### src/verilog/acev_pkg.sv
// package: register map, field positions and codes of the comparator logic
// assumes an apb slave with 32-bit data, one register per aligned word
package acev_pkg;
    // register byte offsets
    localparam logic [7:0] OFF_CMP0_CONTROL = 8'h00;
    localparam logic [7:0] OFF_CMP1_CONTROL = 8'h04;
    localparam logic [7:0] OFF_CMP2_CONTROL = 8'h08;
    localparam logic [7:0] OFF_STATUS = 8'h0c;
    localparam logic [7:0] OFF_DIS_LOW = 8'h10;
    localparam logic [7:0] OFF_DIS_HIGH = 8'h14;
    localparam logic [7:0] OFF_VECTOR_ACK = 8'h18;
    // control fields
    localparam int CTL_ENABLE = 7;
    localparam int CTL_IRQ_ENABLE = 6;
    localparam int CTL_SENSE_HI = 5;
    localparam int CTL_SENSE_LO = 4;
    localparam int CTL_CAPTURE = 3;
    localparam logic [7:0] CTL_RESET = 8'h00;
    localparam logic [7:0] CTL0_MASK = 8'hf7;
    localparam logic [7:0] CTL1_MASK = 8'hff;
    localparam logic [7:0] CTL2_MASK = 8'hf7;
    // status fields
    localparam int STS_FLAG0 = 4;
    localparam int STS_CLOCK_SELECT = 3;
    localparam int STS_OUT0 = 0;
    // input disable fields
    localparam int DIS_NEG_PIN = 3;
    localparam int DIS_CMP2_PIN = 2;
    localparam int DIS_CMP0_PIN = 5;
    localparam int DIS_CMP1_PIN = 2;
    localparam logic [7:0] DIS_LOW_RESET = 8'h00;
    localparam logic [7:0] DIS_HIGH_RESET = 8'h00;
    localparam logic [7:0] DIS_HIGH_MASK = 8'h3f;
    // sensitivity codes
    typedef enum logic [1:0] {
        acev_sense_toggle = 2'h0,
        acev_sense_reserved = 2'h1,
        acev_sense_fall = 2'h2,
        acev_sense_rise = 2'h3
    } acev_sense_t;
    // negative input codes
    typedef enum logic [2:0] {
        acev_neg_div640 = 3'h0,
        acev_neg_div320 = 3'h1,
        acev_neg_div213 = 3'h2,
        acev_neg_div160 = 3'h3,
        acev_neg_pin = 3'h4,
        acev_neg_dac = 3'h5,
        acev_neg_res6 = 3'h6,
        acev_neg_res7 = 3'h7
    } acev_negsel_t;
endpackage : acev_pkg

### src/verilog/acev_top.sv
// comparator event logic: control, status flags, input-disable registers
// assumes comparator outputs arrive synchronous to pclk, apb master outside
`timescale 1ns/100ps
`default_nettype none

module acev_top (
    input wire logic pclk, // apb clock
    input wire logic presetn, // async reset, active low
    input wire logic psel, // apb select
    input wire logic penable, // apb access phase
    input wire logic pwrite, // apb direction
    input wire logic [7:0] paddr, // apb byte address
    input wire logic [31:0] pwdata, // apb write data
    output logic [31:0] prdata, // apb read data
    output logic pready, // apb ready
    output logic pslverr, // apb error
    input wire logic [2:0] cmp_raw, // analog comparator outputs
    input wire logic cmp_clk_fall, // falling edge of comparator clock
    input wire logic clock_source_fuse, // fuse selects pll clock
    input wire logic [3:0] pin_raw, // neg, cmp2, cmp0, cmp1 pin levels
    output logic [3:0] pin_in, // gated pin inputs to port logic
    output logic [2:0] cmp_irq, // interrupt requests per comparator
    output logic [2:0] conv_trigger, // event flags for adc/dac triggering
    output logic [2:0] cmp_enable, // comparator enables
    output logic [8:0] cmp_negsel, // negative input code per comparator
    output logic cmp_clock_select // 1: divided pll clock
);
    // ----------------------------------------------------------------
    // registers
    // ----------------------------------------------------------------
    logic [7:0] ctl [3];
    logic [2:0] cmp_sample;
    logic [2:0] event_flag;
    logic clk_sel;
    logic [7:0] dis_low;
    logic [7:0] dis_high;

    function automatic logic edge_hit(input logic [1:0] sense,
                                      input logic old_v,
                                      input logic new_v);
        case (sense)
            acev_pkg::acev_sense_toggle: edge_hit = old_v != new_v;
            acev_pkg::acev_sense_fall: edge_hit = old_v & ~new_v;
            acev_pkg::acev_sense_rise: edge_hit = ~old_v & new_v;
            default: edge_hit = 1'b0;
        endcase
    endfunction : edge_hit

    // ----------------------------------------------------------------
    // decode
    // ----------------------------------------------------------------
    wire logic wr_en = psel & penable & pwrite;
    wire logic hit_c0 = paddr == acev_pkg::OFF_CMP0_CONTROL;
    wire logic hit_c1 = paddr == acev_pkg::OFF_CMP1_CONTROL;
    wire logic hit_c2 = paddr == acev_pkg::OFF_CMP2_CONTROL;
    wire logic hit_st = paddr == acev_pkg::OFF_STATUS;
    wire logic hit_dl = paddr == acev_pkg::OFF_DIS_LOW;
    wire logic hit_dh = paddr == acev_pkg::OFF_DIS_HIGH;
    wire logic hit_va = paddr == acev_pkg::OFF_VECTOR_ACK;
    wire logic hit_any = hit_c0 | hit_c1 | hit_c2 | hit_st | hit_dl |
        hit_dh | hit_va;

    // ----------------------------------------------------------------
    // write strobes
    // ----------------------------------------------------------------
    wire logic wr_c0 = wr_en & hit_c0;
    wire logic wr_c1 = wr_en & hit_c1;
    wire logic wr_c2 = wr_en & hit_c2;
    wire logic wr_st = wr_en & hit_st;
    wire logic wr_dl = wr_en & hit_dl;
    wire logic wr_dh = wr_en & hit_dh;
    wire logic wr_va = wr_en & hit_va;

    // new comparison taken on falling comparator clock edge
    wire logic [2:0] next_sample = cmp_clk_fall ? cmp_raw : cmp_sample;
    wire logic [2:0] hit_edge;
    wire logic [2:0] sw_clear = wr_st ?
        pwdata[acev_pkg::STS_FLAG0 +: 3] : 3'h0;
    // vector entry: software acks the vector through its own word
    wire logic [2:0] vec_clear;
    wire logic [2:0] irq_en;

    genvar gi;
    generate
        for (gi = 0; gi < 3; gi++) begin : g_cmp
            assign hit_edge[gi] = cmp_clk_fall & ctl[gi][acev_pkg::CTL_ENABLE] &
                edge_hit(ctl[gi][acev_pkg::CTL_SENSE_HI:acev_pkg::CTL_SENSE_LO],
                         cmp_sample[gi], cmp_raw[gi]);
            assign irq_en[gi] = ctl[gi][acev_pkg::CTL_IRQ_ENABLE];
            assign vec_clear[gi] = wr_va & pwdata[gi] & irq_en[gi];
        end
    endgenerate

    // set wins over any clear
    wire logic [2:0] next_flag = hit_edge |
        (event_flag & ~sw_clear & ~vec_clear);

    wire logic [7:0] ctl_wdata = pwdata[7:0];
    wire logic next_clk_sel = wr_st ?
        pwdata[acev_pkg::STS_CLOCK_SELECT] : clk_sel;
    wire logic clk_sel_view = clk_sel | clock_source_fuse;

    wire logic [7:0] status_view = {1'b0, event_flag, clk_sel_view,
        cmp_sample};

    wire logic [7:0] rd_mux =
        hit_c0 ? ctl[0] :
        hit_c1 ? ctl[1] :
        hit_c2 ? ctl[2] :
        hit_st ? status_view :
        hit_dl ? dis_low :
        hit_dh ? (dis_high & acev_pkg::DIS_HIGH_MASK) : 8'h00;

    wire logic [3:0] next_pin_in = {
        pin_raw[3] & ~dis_low[acev_pkg::DIS_NEG_PIN],
        pin_raw[2] & ~dis_low[acev_pkg::DIS_CMP2_PIN],
        pin_raw[1] & ~dis_high[acev_pkg::DIS_CMP0_PIN],
        pin_raw[0] & ~dis_high[acev_pkg::DIS_CMP1_PIN]};

    // ----------------------------------------------------------------
    // next values of registers and outputs
    // ----------------------------------------------------------------
    wire logic [7:0] next_ctl0 = wr_c0 ?
        (ctl_wdata & acev_pkg::CTL0_MASK) : ctl[0];
    wire logic [7:0] next_ctl1 = wr_c1 ?
        (ctl_wdata & acev_pkg::CTL1_MASK) : ctl[1];
    wire logic [7:0] next_ctl2 = wr_c2 ?
        (ctl_wdata & acev_pkg::CTL2_MASK) : ctl[2];
    wire logic [7:0] next_dis_low = wr_dl ? ctl_wdata : dis_low;
    wire logic [7:0] next_dis_high = wr_dh ?
        (ctl_wdata & acev_pkg::DIS_HIGH_MASK) : dis_high;
    wire logic [2:0] next_irq = next_flag & irq_en;
    wire logic [2:0] next_enable = {ctl[2][acev_pkg::CTL_ENABLE],
        ctl[1][acev_pkg::CTL_ENABLE], ctl[0][acev_pkg::CTL_ENABLE]};
    wire logic [8:0] next_negsel = {ctl[2][2:0], ctl[1][2:0], ctl[0][2:0]};
    wire logic next_clock_select = next_clk_sel | clock_source_fuse;
    // answer prepared in setup so it stands during the access cycle
    wire logic in_setup = psel & ~penable;
    wire logic next_pslverr = in_setup & ~hit_any;
    wire logic [31:0] next_prdata = (in_setup & ~pwrite) ?
        {24'h00_0000, rd_mux} : 32'h0000_0000;

    // ----------------------------------------------------------------
    // control and input-disable registers
    // ----------------------------------------------------------------
    always_ff @(posedge pclk or negedge presetn) begin
        if (!presetn) begin
            ctl[0] <= acev_pkg::CTL_RESET;
            ctl[1] <= acev_pkg::CTL_RESET;
            ctl[2] <= acev_pkg::CTL_RESET;
        end else begin
            ctl[0] <= next_ctl0;
            ctl[1] <= next_ctl1;
            ctl[2] <= next_ctl2;
        end
    end

    always_ff @(posedge pclk or negedge presetn) begin
        if (!presetn) begin
            dis_low <= acev_pkg::DIS_LOW_RESET;
        end else begin
            dis_low <= next_dis_low;
        end
    end

    always_ff @(posedge pclk or negedge presetn) begin
        if (!presetn) begin
            dis_high <= acev_pkg::DIS_HIGH_RESET;
        end else begin
            dis_high <= next_dis_high;
        end
    end

    // ----------------------------------------------------------------
    // samples, flags, clock select
    // ----------------------------------------------------------------
    // sample held between comparator clock edges
    always_ff @(posedge pclk or negedge presetn) begin
        if (!presetn) begin
            cmp_sample <= 3'h0;
        end else begin
            cmp_sample <= next_sample;
        end
    end

    always_ff @(posedge pclk or negedge presetn) begin
        if (!presetn) begin
            event_flag <= 3'h0;
        end else begin
            event_flag <= next_flag;
        end
    end

    always_ff @(posedge pclk or negedge presetn) begin
        if (!presetn) begin
            clk_sel <= 1'b0;
        end else begin
            clk_sel <= next_clk_sel;
        end
    end

    // ----------------------------------------------------------------
    // flag outputs
    // ----------------------------------------------------------------
    always_ff @(posedge pclk or negedge presetn) begin
        if (!presetn) begin
            cmp_irq <= 3'h0;
        end else begin
            cmp_irq <= next_irq;
        end
    end

    always_ff @(posedge pclk or negedge presetn) begin
        if (!presetn) begin
            conv_trigger <= 3'h0;
        end else begin
            conv_trigger <= next_flag;
        end
    end

    // ----------------------------------------------------------------
    // configuration outputs
    // ----------------------------------------------------------------
    always_ff @(posedge pclk or negedge presetn) begin
        if (!presetn) begin
            cmp_enable <= 3'h0;
        end else begin
            cmp_enable <= next_enable;
        end
    end

    always_ff @(posedge pclk or negedge presetn) begin
        if (!presetn) begin
            cmp_negsel <= 9'h000;
        end else begin
            cmp_negsel <= next_negsel;
        end
    end

    // fuse forces the divided pll clock
    always_ff @(posedge pclk or negedge presetn) begin
        if (!presetn) begin
            cmp_clock_select <= 1'b0;
        end else begin
            cmp_clock_select <= next_clock_select;
        end
    end

    // disabled pins read zero at the port
    always_ff @(posedge pclk or negedge presetn) begin
        if (!presetn) begin
            pin_in <= 4'h0;
        end else begin
            pin_in <= next_pin_in;
        end
    end

    // ----------------------------------------------------------------
    // apb answer
    // ----------------------------------------------------------------
    // only the low byte carries data
    always_ff @(posedge pclk or negedge presetn) begin
        if (!presetn) begin
            prdata <= 32'h0000_0000;
        end else begin
            prdata <= next_prdata;
        end
    end

    // zero wait states: ready follows each setup cycle
    always_ff @(posedge pclk or negedge presetn) begin
        if (!presetn) begin
            pready <= 1'b0;
        end else begin
            pready <= in_setup;
        end
    end

    always_ff @(posedge pclk or negedge presetn) begin
        if (!presetn) begin
            pslverr <= 1'b0;
        end else begin
            pslverr <= next_pslverr;
        end
    end
endmodule : acev_top

`default_nettype wire

### config.mk
export PLATFORM = sky130hd
export DESIGN_NAME = acev_top
export DESIGN_NICKNAME = d
export VERILOG_FILES = /design/src/verilog/acev_pkg.sv /design/src/verilog/acev_top.sv
export SDC_FILE = /design/constraint.sdc
export NUM_CORES = 1
export LEC_CHECK = 0
export ABC_AREA = 1
export BUFFER_PORTS_ARGS = -buffer_cell sky130_fd_sc_hd__buf_2
export CORE_UTILIZATION = 25
export DETAILED_ROUTE_END_ITERATION = 8
export GPL_TIMING_DRIVEN = 0
export SETUP_SLACK_MARGIN = 0.4
export SLEW_MARGIN = 10
export SYNTH_ARGS = -nofsm -noshare
export SYNTH_HDL_FRONTEND = slang
export SYNTH_SLANG_ARGS = --single-unit
### constraint.sdc
create_clock -name pclk -period 2.6 [get_ports pclk]
set_clock_uncertainty 0.15 [all_clocks]
set_input_delay 0.26 -clock pclk [delete_from_list [all_inputs] [get_ports pclk]]
set_output_delay 0.26 -clock pclk [all_outputs]
set_load 0.02 [all_outputs]
==> reports/qor.yml <==
clocking:
  cts_buffer_depth: 2
  clk_latency_ns: 0.33
  numCtsBuffers: 9
  cts_resized: 0
  htree_levels: 3
  path_clk_slew_ns: 0.06
  cts_root_buf: "clkbuf_16"
  cts_tree: "yes"
  cts.sinks: 73
critical_path:
  path_common_cell: "nor2_1"
  cp_slowest_cell: "dlygate4sd3_1"
  crit_arrival_ns: 1.94
  r2r_setup_slack_ns: 1.08
  reg2reg_from: "cmp_sample[2]"
  crit_type: "in2reg"
  crit_chain: "dlygate4sd3_1, buf_2, nor2_1, inv_1, nor2_1, o21ai_0, a31oi_1"
  cp-start-kind: "input port"
  required_ns: 2.70
  crit_fanout: 8
  startpoint: "penable"
  cp-end-kind: "flop"
  critPathMaxStageDelay_ns: 0.53
pwr:
  total_power_mw: 2.70
  pwr_density_cell_nw_per_um2: 582
  p_leak_nw: 2.47
  ir_drop_uv: 283
synth:
  synth_seq_cells: 73
  yosysUniqueCellTypes: 32
  synth.yosys.seq_area_share: 0.505
  synth_flop_cell: "dfrtp_1"
  syn-cell-area_um2: 3620
  synthArstFlopShare: 1.00
  synth-edff-count: 0
  yosysTopAreaCell: "dfrtp_1"
  synth.most_common_cell: "dfrtp_1"
  synthTopCellsByCount: "73 x dfrtp_1, 71 x nand2_1, 37 x inv_1, 29 x nand3_1, 29 x o21ai_2"
  synthCells: 379
  synth.yosys.warnings: 0
  synthTopCellsByArea: "dfrtp_1 50%, nand2_1 7.4%, o21ai_2 7.0%"
  syn_avg_cell_area_um2: 9.55
  netlist.area_leader.share: 0.505
job:
  max_cap_violations: 0
final_layout:
  drive_gt1_frac: 0.343
  diodes: 0
  final_nets: 542
  multi_input_area_um2: 1460
  fill_cells: 1446
  syn2layout_area_growth_pct: 28.2
  regArea_um2: 1830
routing:
  drt_wl_total_mm: 9.00
  drc: 0
  wl_per_cell_um: 13.5
  drt_iter0_drc: 186
  vias: 2807
  ant_nets: 0
  drtPass1Iterations: 4
  viasPerCell: 4.21
timing:
  timing.fmax_mhz: 541
  fin_crit_sh: 0.710
  finalHoldViolations: 0
  setup_violations: 0
  slew_violations: 0
  setup_tns_ns: 0
  min_period_ns: 1.85
  rsz0062_at_grt: "false"
grt:
  grt_overflow: 0
  antenna_found_initial: 1
  grt_pass1_wl_mm: 14.3
  grt_pass1_vias: 2706
  grt_max_degree: 46
  grt_usage: 0.128
die:
  num_rows: 43
  dieArea_um2: 15000
  core_um2: 14000
  die_w_um: 122
  io-pin-count: 111
  die_height_um: 122
  initial_utilization: 0.259
worst_hold_path:
  hold_path_class: "in2reg"
  hold_start: "psel"
outcome:
  status: "complete, no violations"
placement:
  hpwl_mm: 6.92
  io_buffers: 61
  finalWeightedCongestion: 0.888
-- cells by family after synthesis --
group           count (synthesis)  share of synthesized area
compound gates                 78                      0.145
simple gates                  147                      0.213
fa+ha+maj                       6                     0.0207
flops                          73                      0.505
other cells                     1                    0.00104
buf+inv                        74                      0.115
-- critical path: cells and delay by family --
family / cells / cell delay [ns]
buffers and inverters: 3 / 0.75
AND/OR/NAND/NOR: 2 / 0.52
AO/OA/AOI/OAI: 2 / 0.41
-- sequential cells by signal (all words and copies together) (netlist names), 4 cells and up --
register    count
cmp_negsel      9
ctl            22
dis_high        6
dis_low         8
pin_in          4
prdata          8
-- path summary, 6_finish.rpt --
check	end	depth (start not counted)
min in group asynchronous	pready	2
max	prdata[7]	7
max in group asynchronous	ctl[0]	3
min reg2reg	cmp_negsel[1]	0
max reg2reg	cmp_irq[2]	4
min	pready	3
-- timing repair --
item | 4_1_cts | 5_1_grt
hold buffers | 7 | 0
buffers inserted | 0 | 0
endpoints found under the hold margin | 34 | 0
-- metrics by stage --
stage           util  cells  worst slack (ns)  hold WS [ns]  area (µm²)
6_report       0.332    667             0.753        0.0153        4640
5_1_grt        0.332    667             0.622        0.0138        4640
4_1_cts        0.332    667             0.735        0.0116        4640
3_5_place_dp   0.305    644             0.899        0.0554        4270
3_3_place_gp   0.303    643             0.687         0.237        4240
2_1_floorplan      -    402              1.27        -0.186        3700
-- layout make-up --
cell class,count,area share
clock inverters,7,0.0170
multi-input cells,255,0.315
clock buffers,9,0.0485
plain buffers,32,0.0558
inverters,42,0.0343
well taps,180,0.0485
repair buffers,69,0.0874
flip-flops and latches,73,0.394
-- routing by layer --
| metal | track usage | vias to the layer above | wire length [µm] |
|---|---|---|---|
| li1 | - | 1388 | - |
| met1 | 0.163 | 1320 | 4010 |
| met2 | 0.210 | 83 | 4330 |
| met3 | 0.0311 | 14 | 519 |
| met4 | 0.0473 | 2 | 139 |
| met5 | 0 | - | 10 |
-- where the power goes --
| part | total [mW] | internal [mW] | switching (mW) |
|---|---|---|---|
| Clock | 1.26 | 0.753 | 0.502 |
| Combinational | 0.263 | 0.0907 | 0.172 |
| Sequential | 1.18 | 1.16 | 0.0210 |
| Total | 2.70 | 2.01 | 0.695 |
-- cell usage in the layout (no fill, tap or decap), types with 2 or more instances in the layout --
cell type / instances
conb_1: 24
buf_4: 26
dfrtp_1: 73
nand4_1: 4
a21oi_1: 15
nand2_1: 71
inv_2: 4
buf_6: 6
buf_2: 60
nor2_1: 18
o21ai_2: 29
nand3_1: 29
a21boi_1: 2
nor2_4: 5
nand2_2: 8
o21ai_1: 10
clkinv_2: 2
o21ai_0: 15
clkbuf_16: 9
inv_1: 37
clkinv_4: 3
dlygate4sd3_1: 7
inv_6: 2
nand2_4: 2
nand3_4: 2
o21bai_1: 4
nor2_8: 3
ha_1: 6
Note: power is estimated with default switching activity, not from simulation.
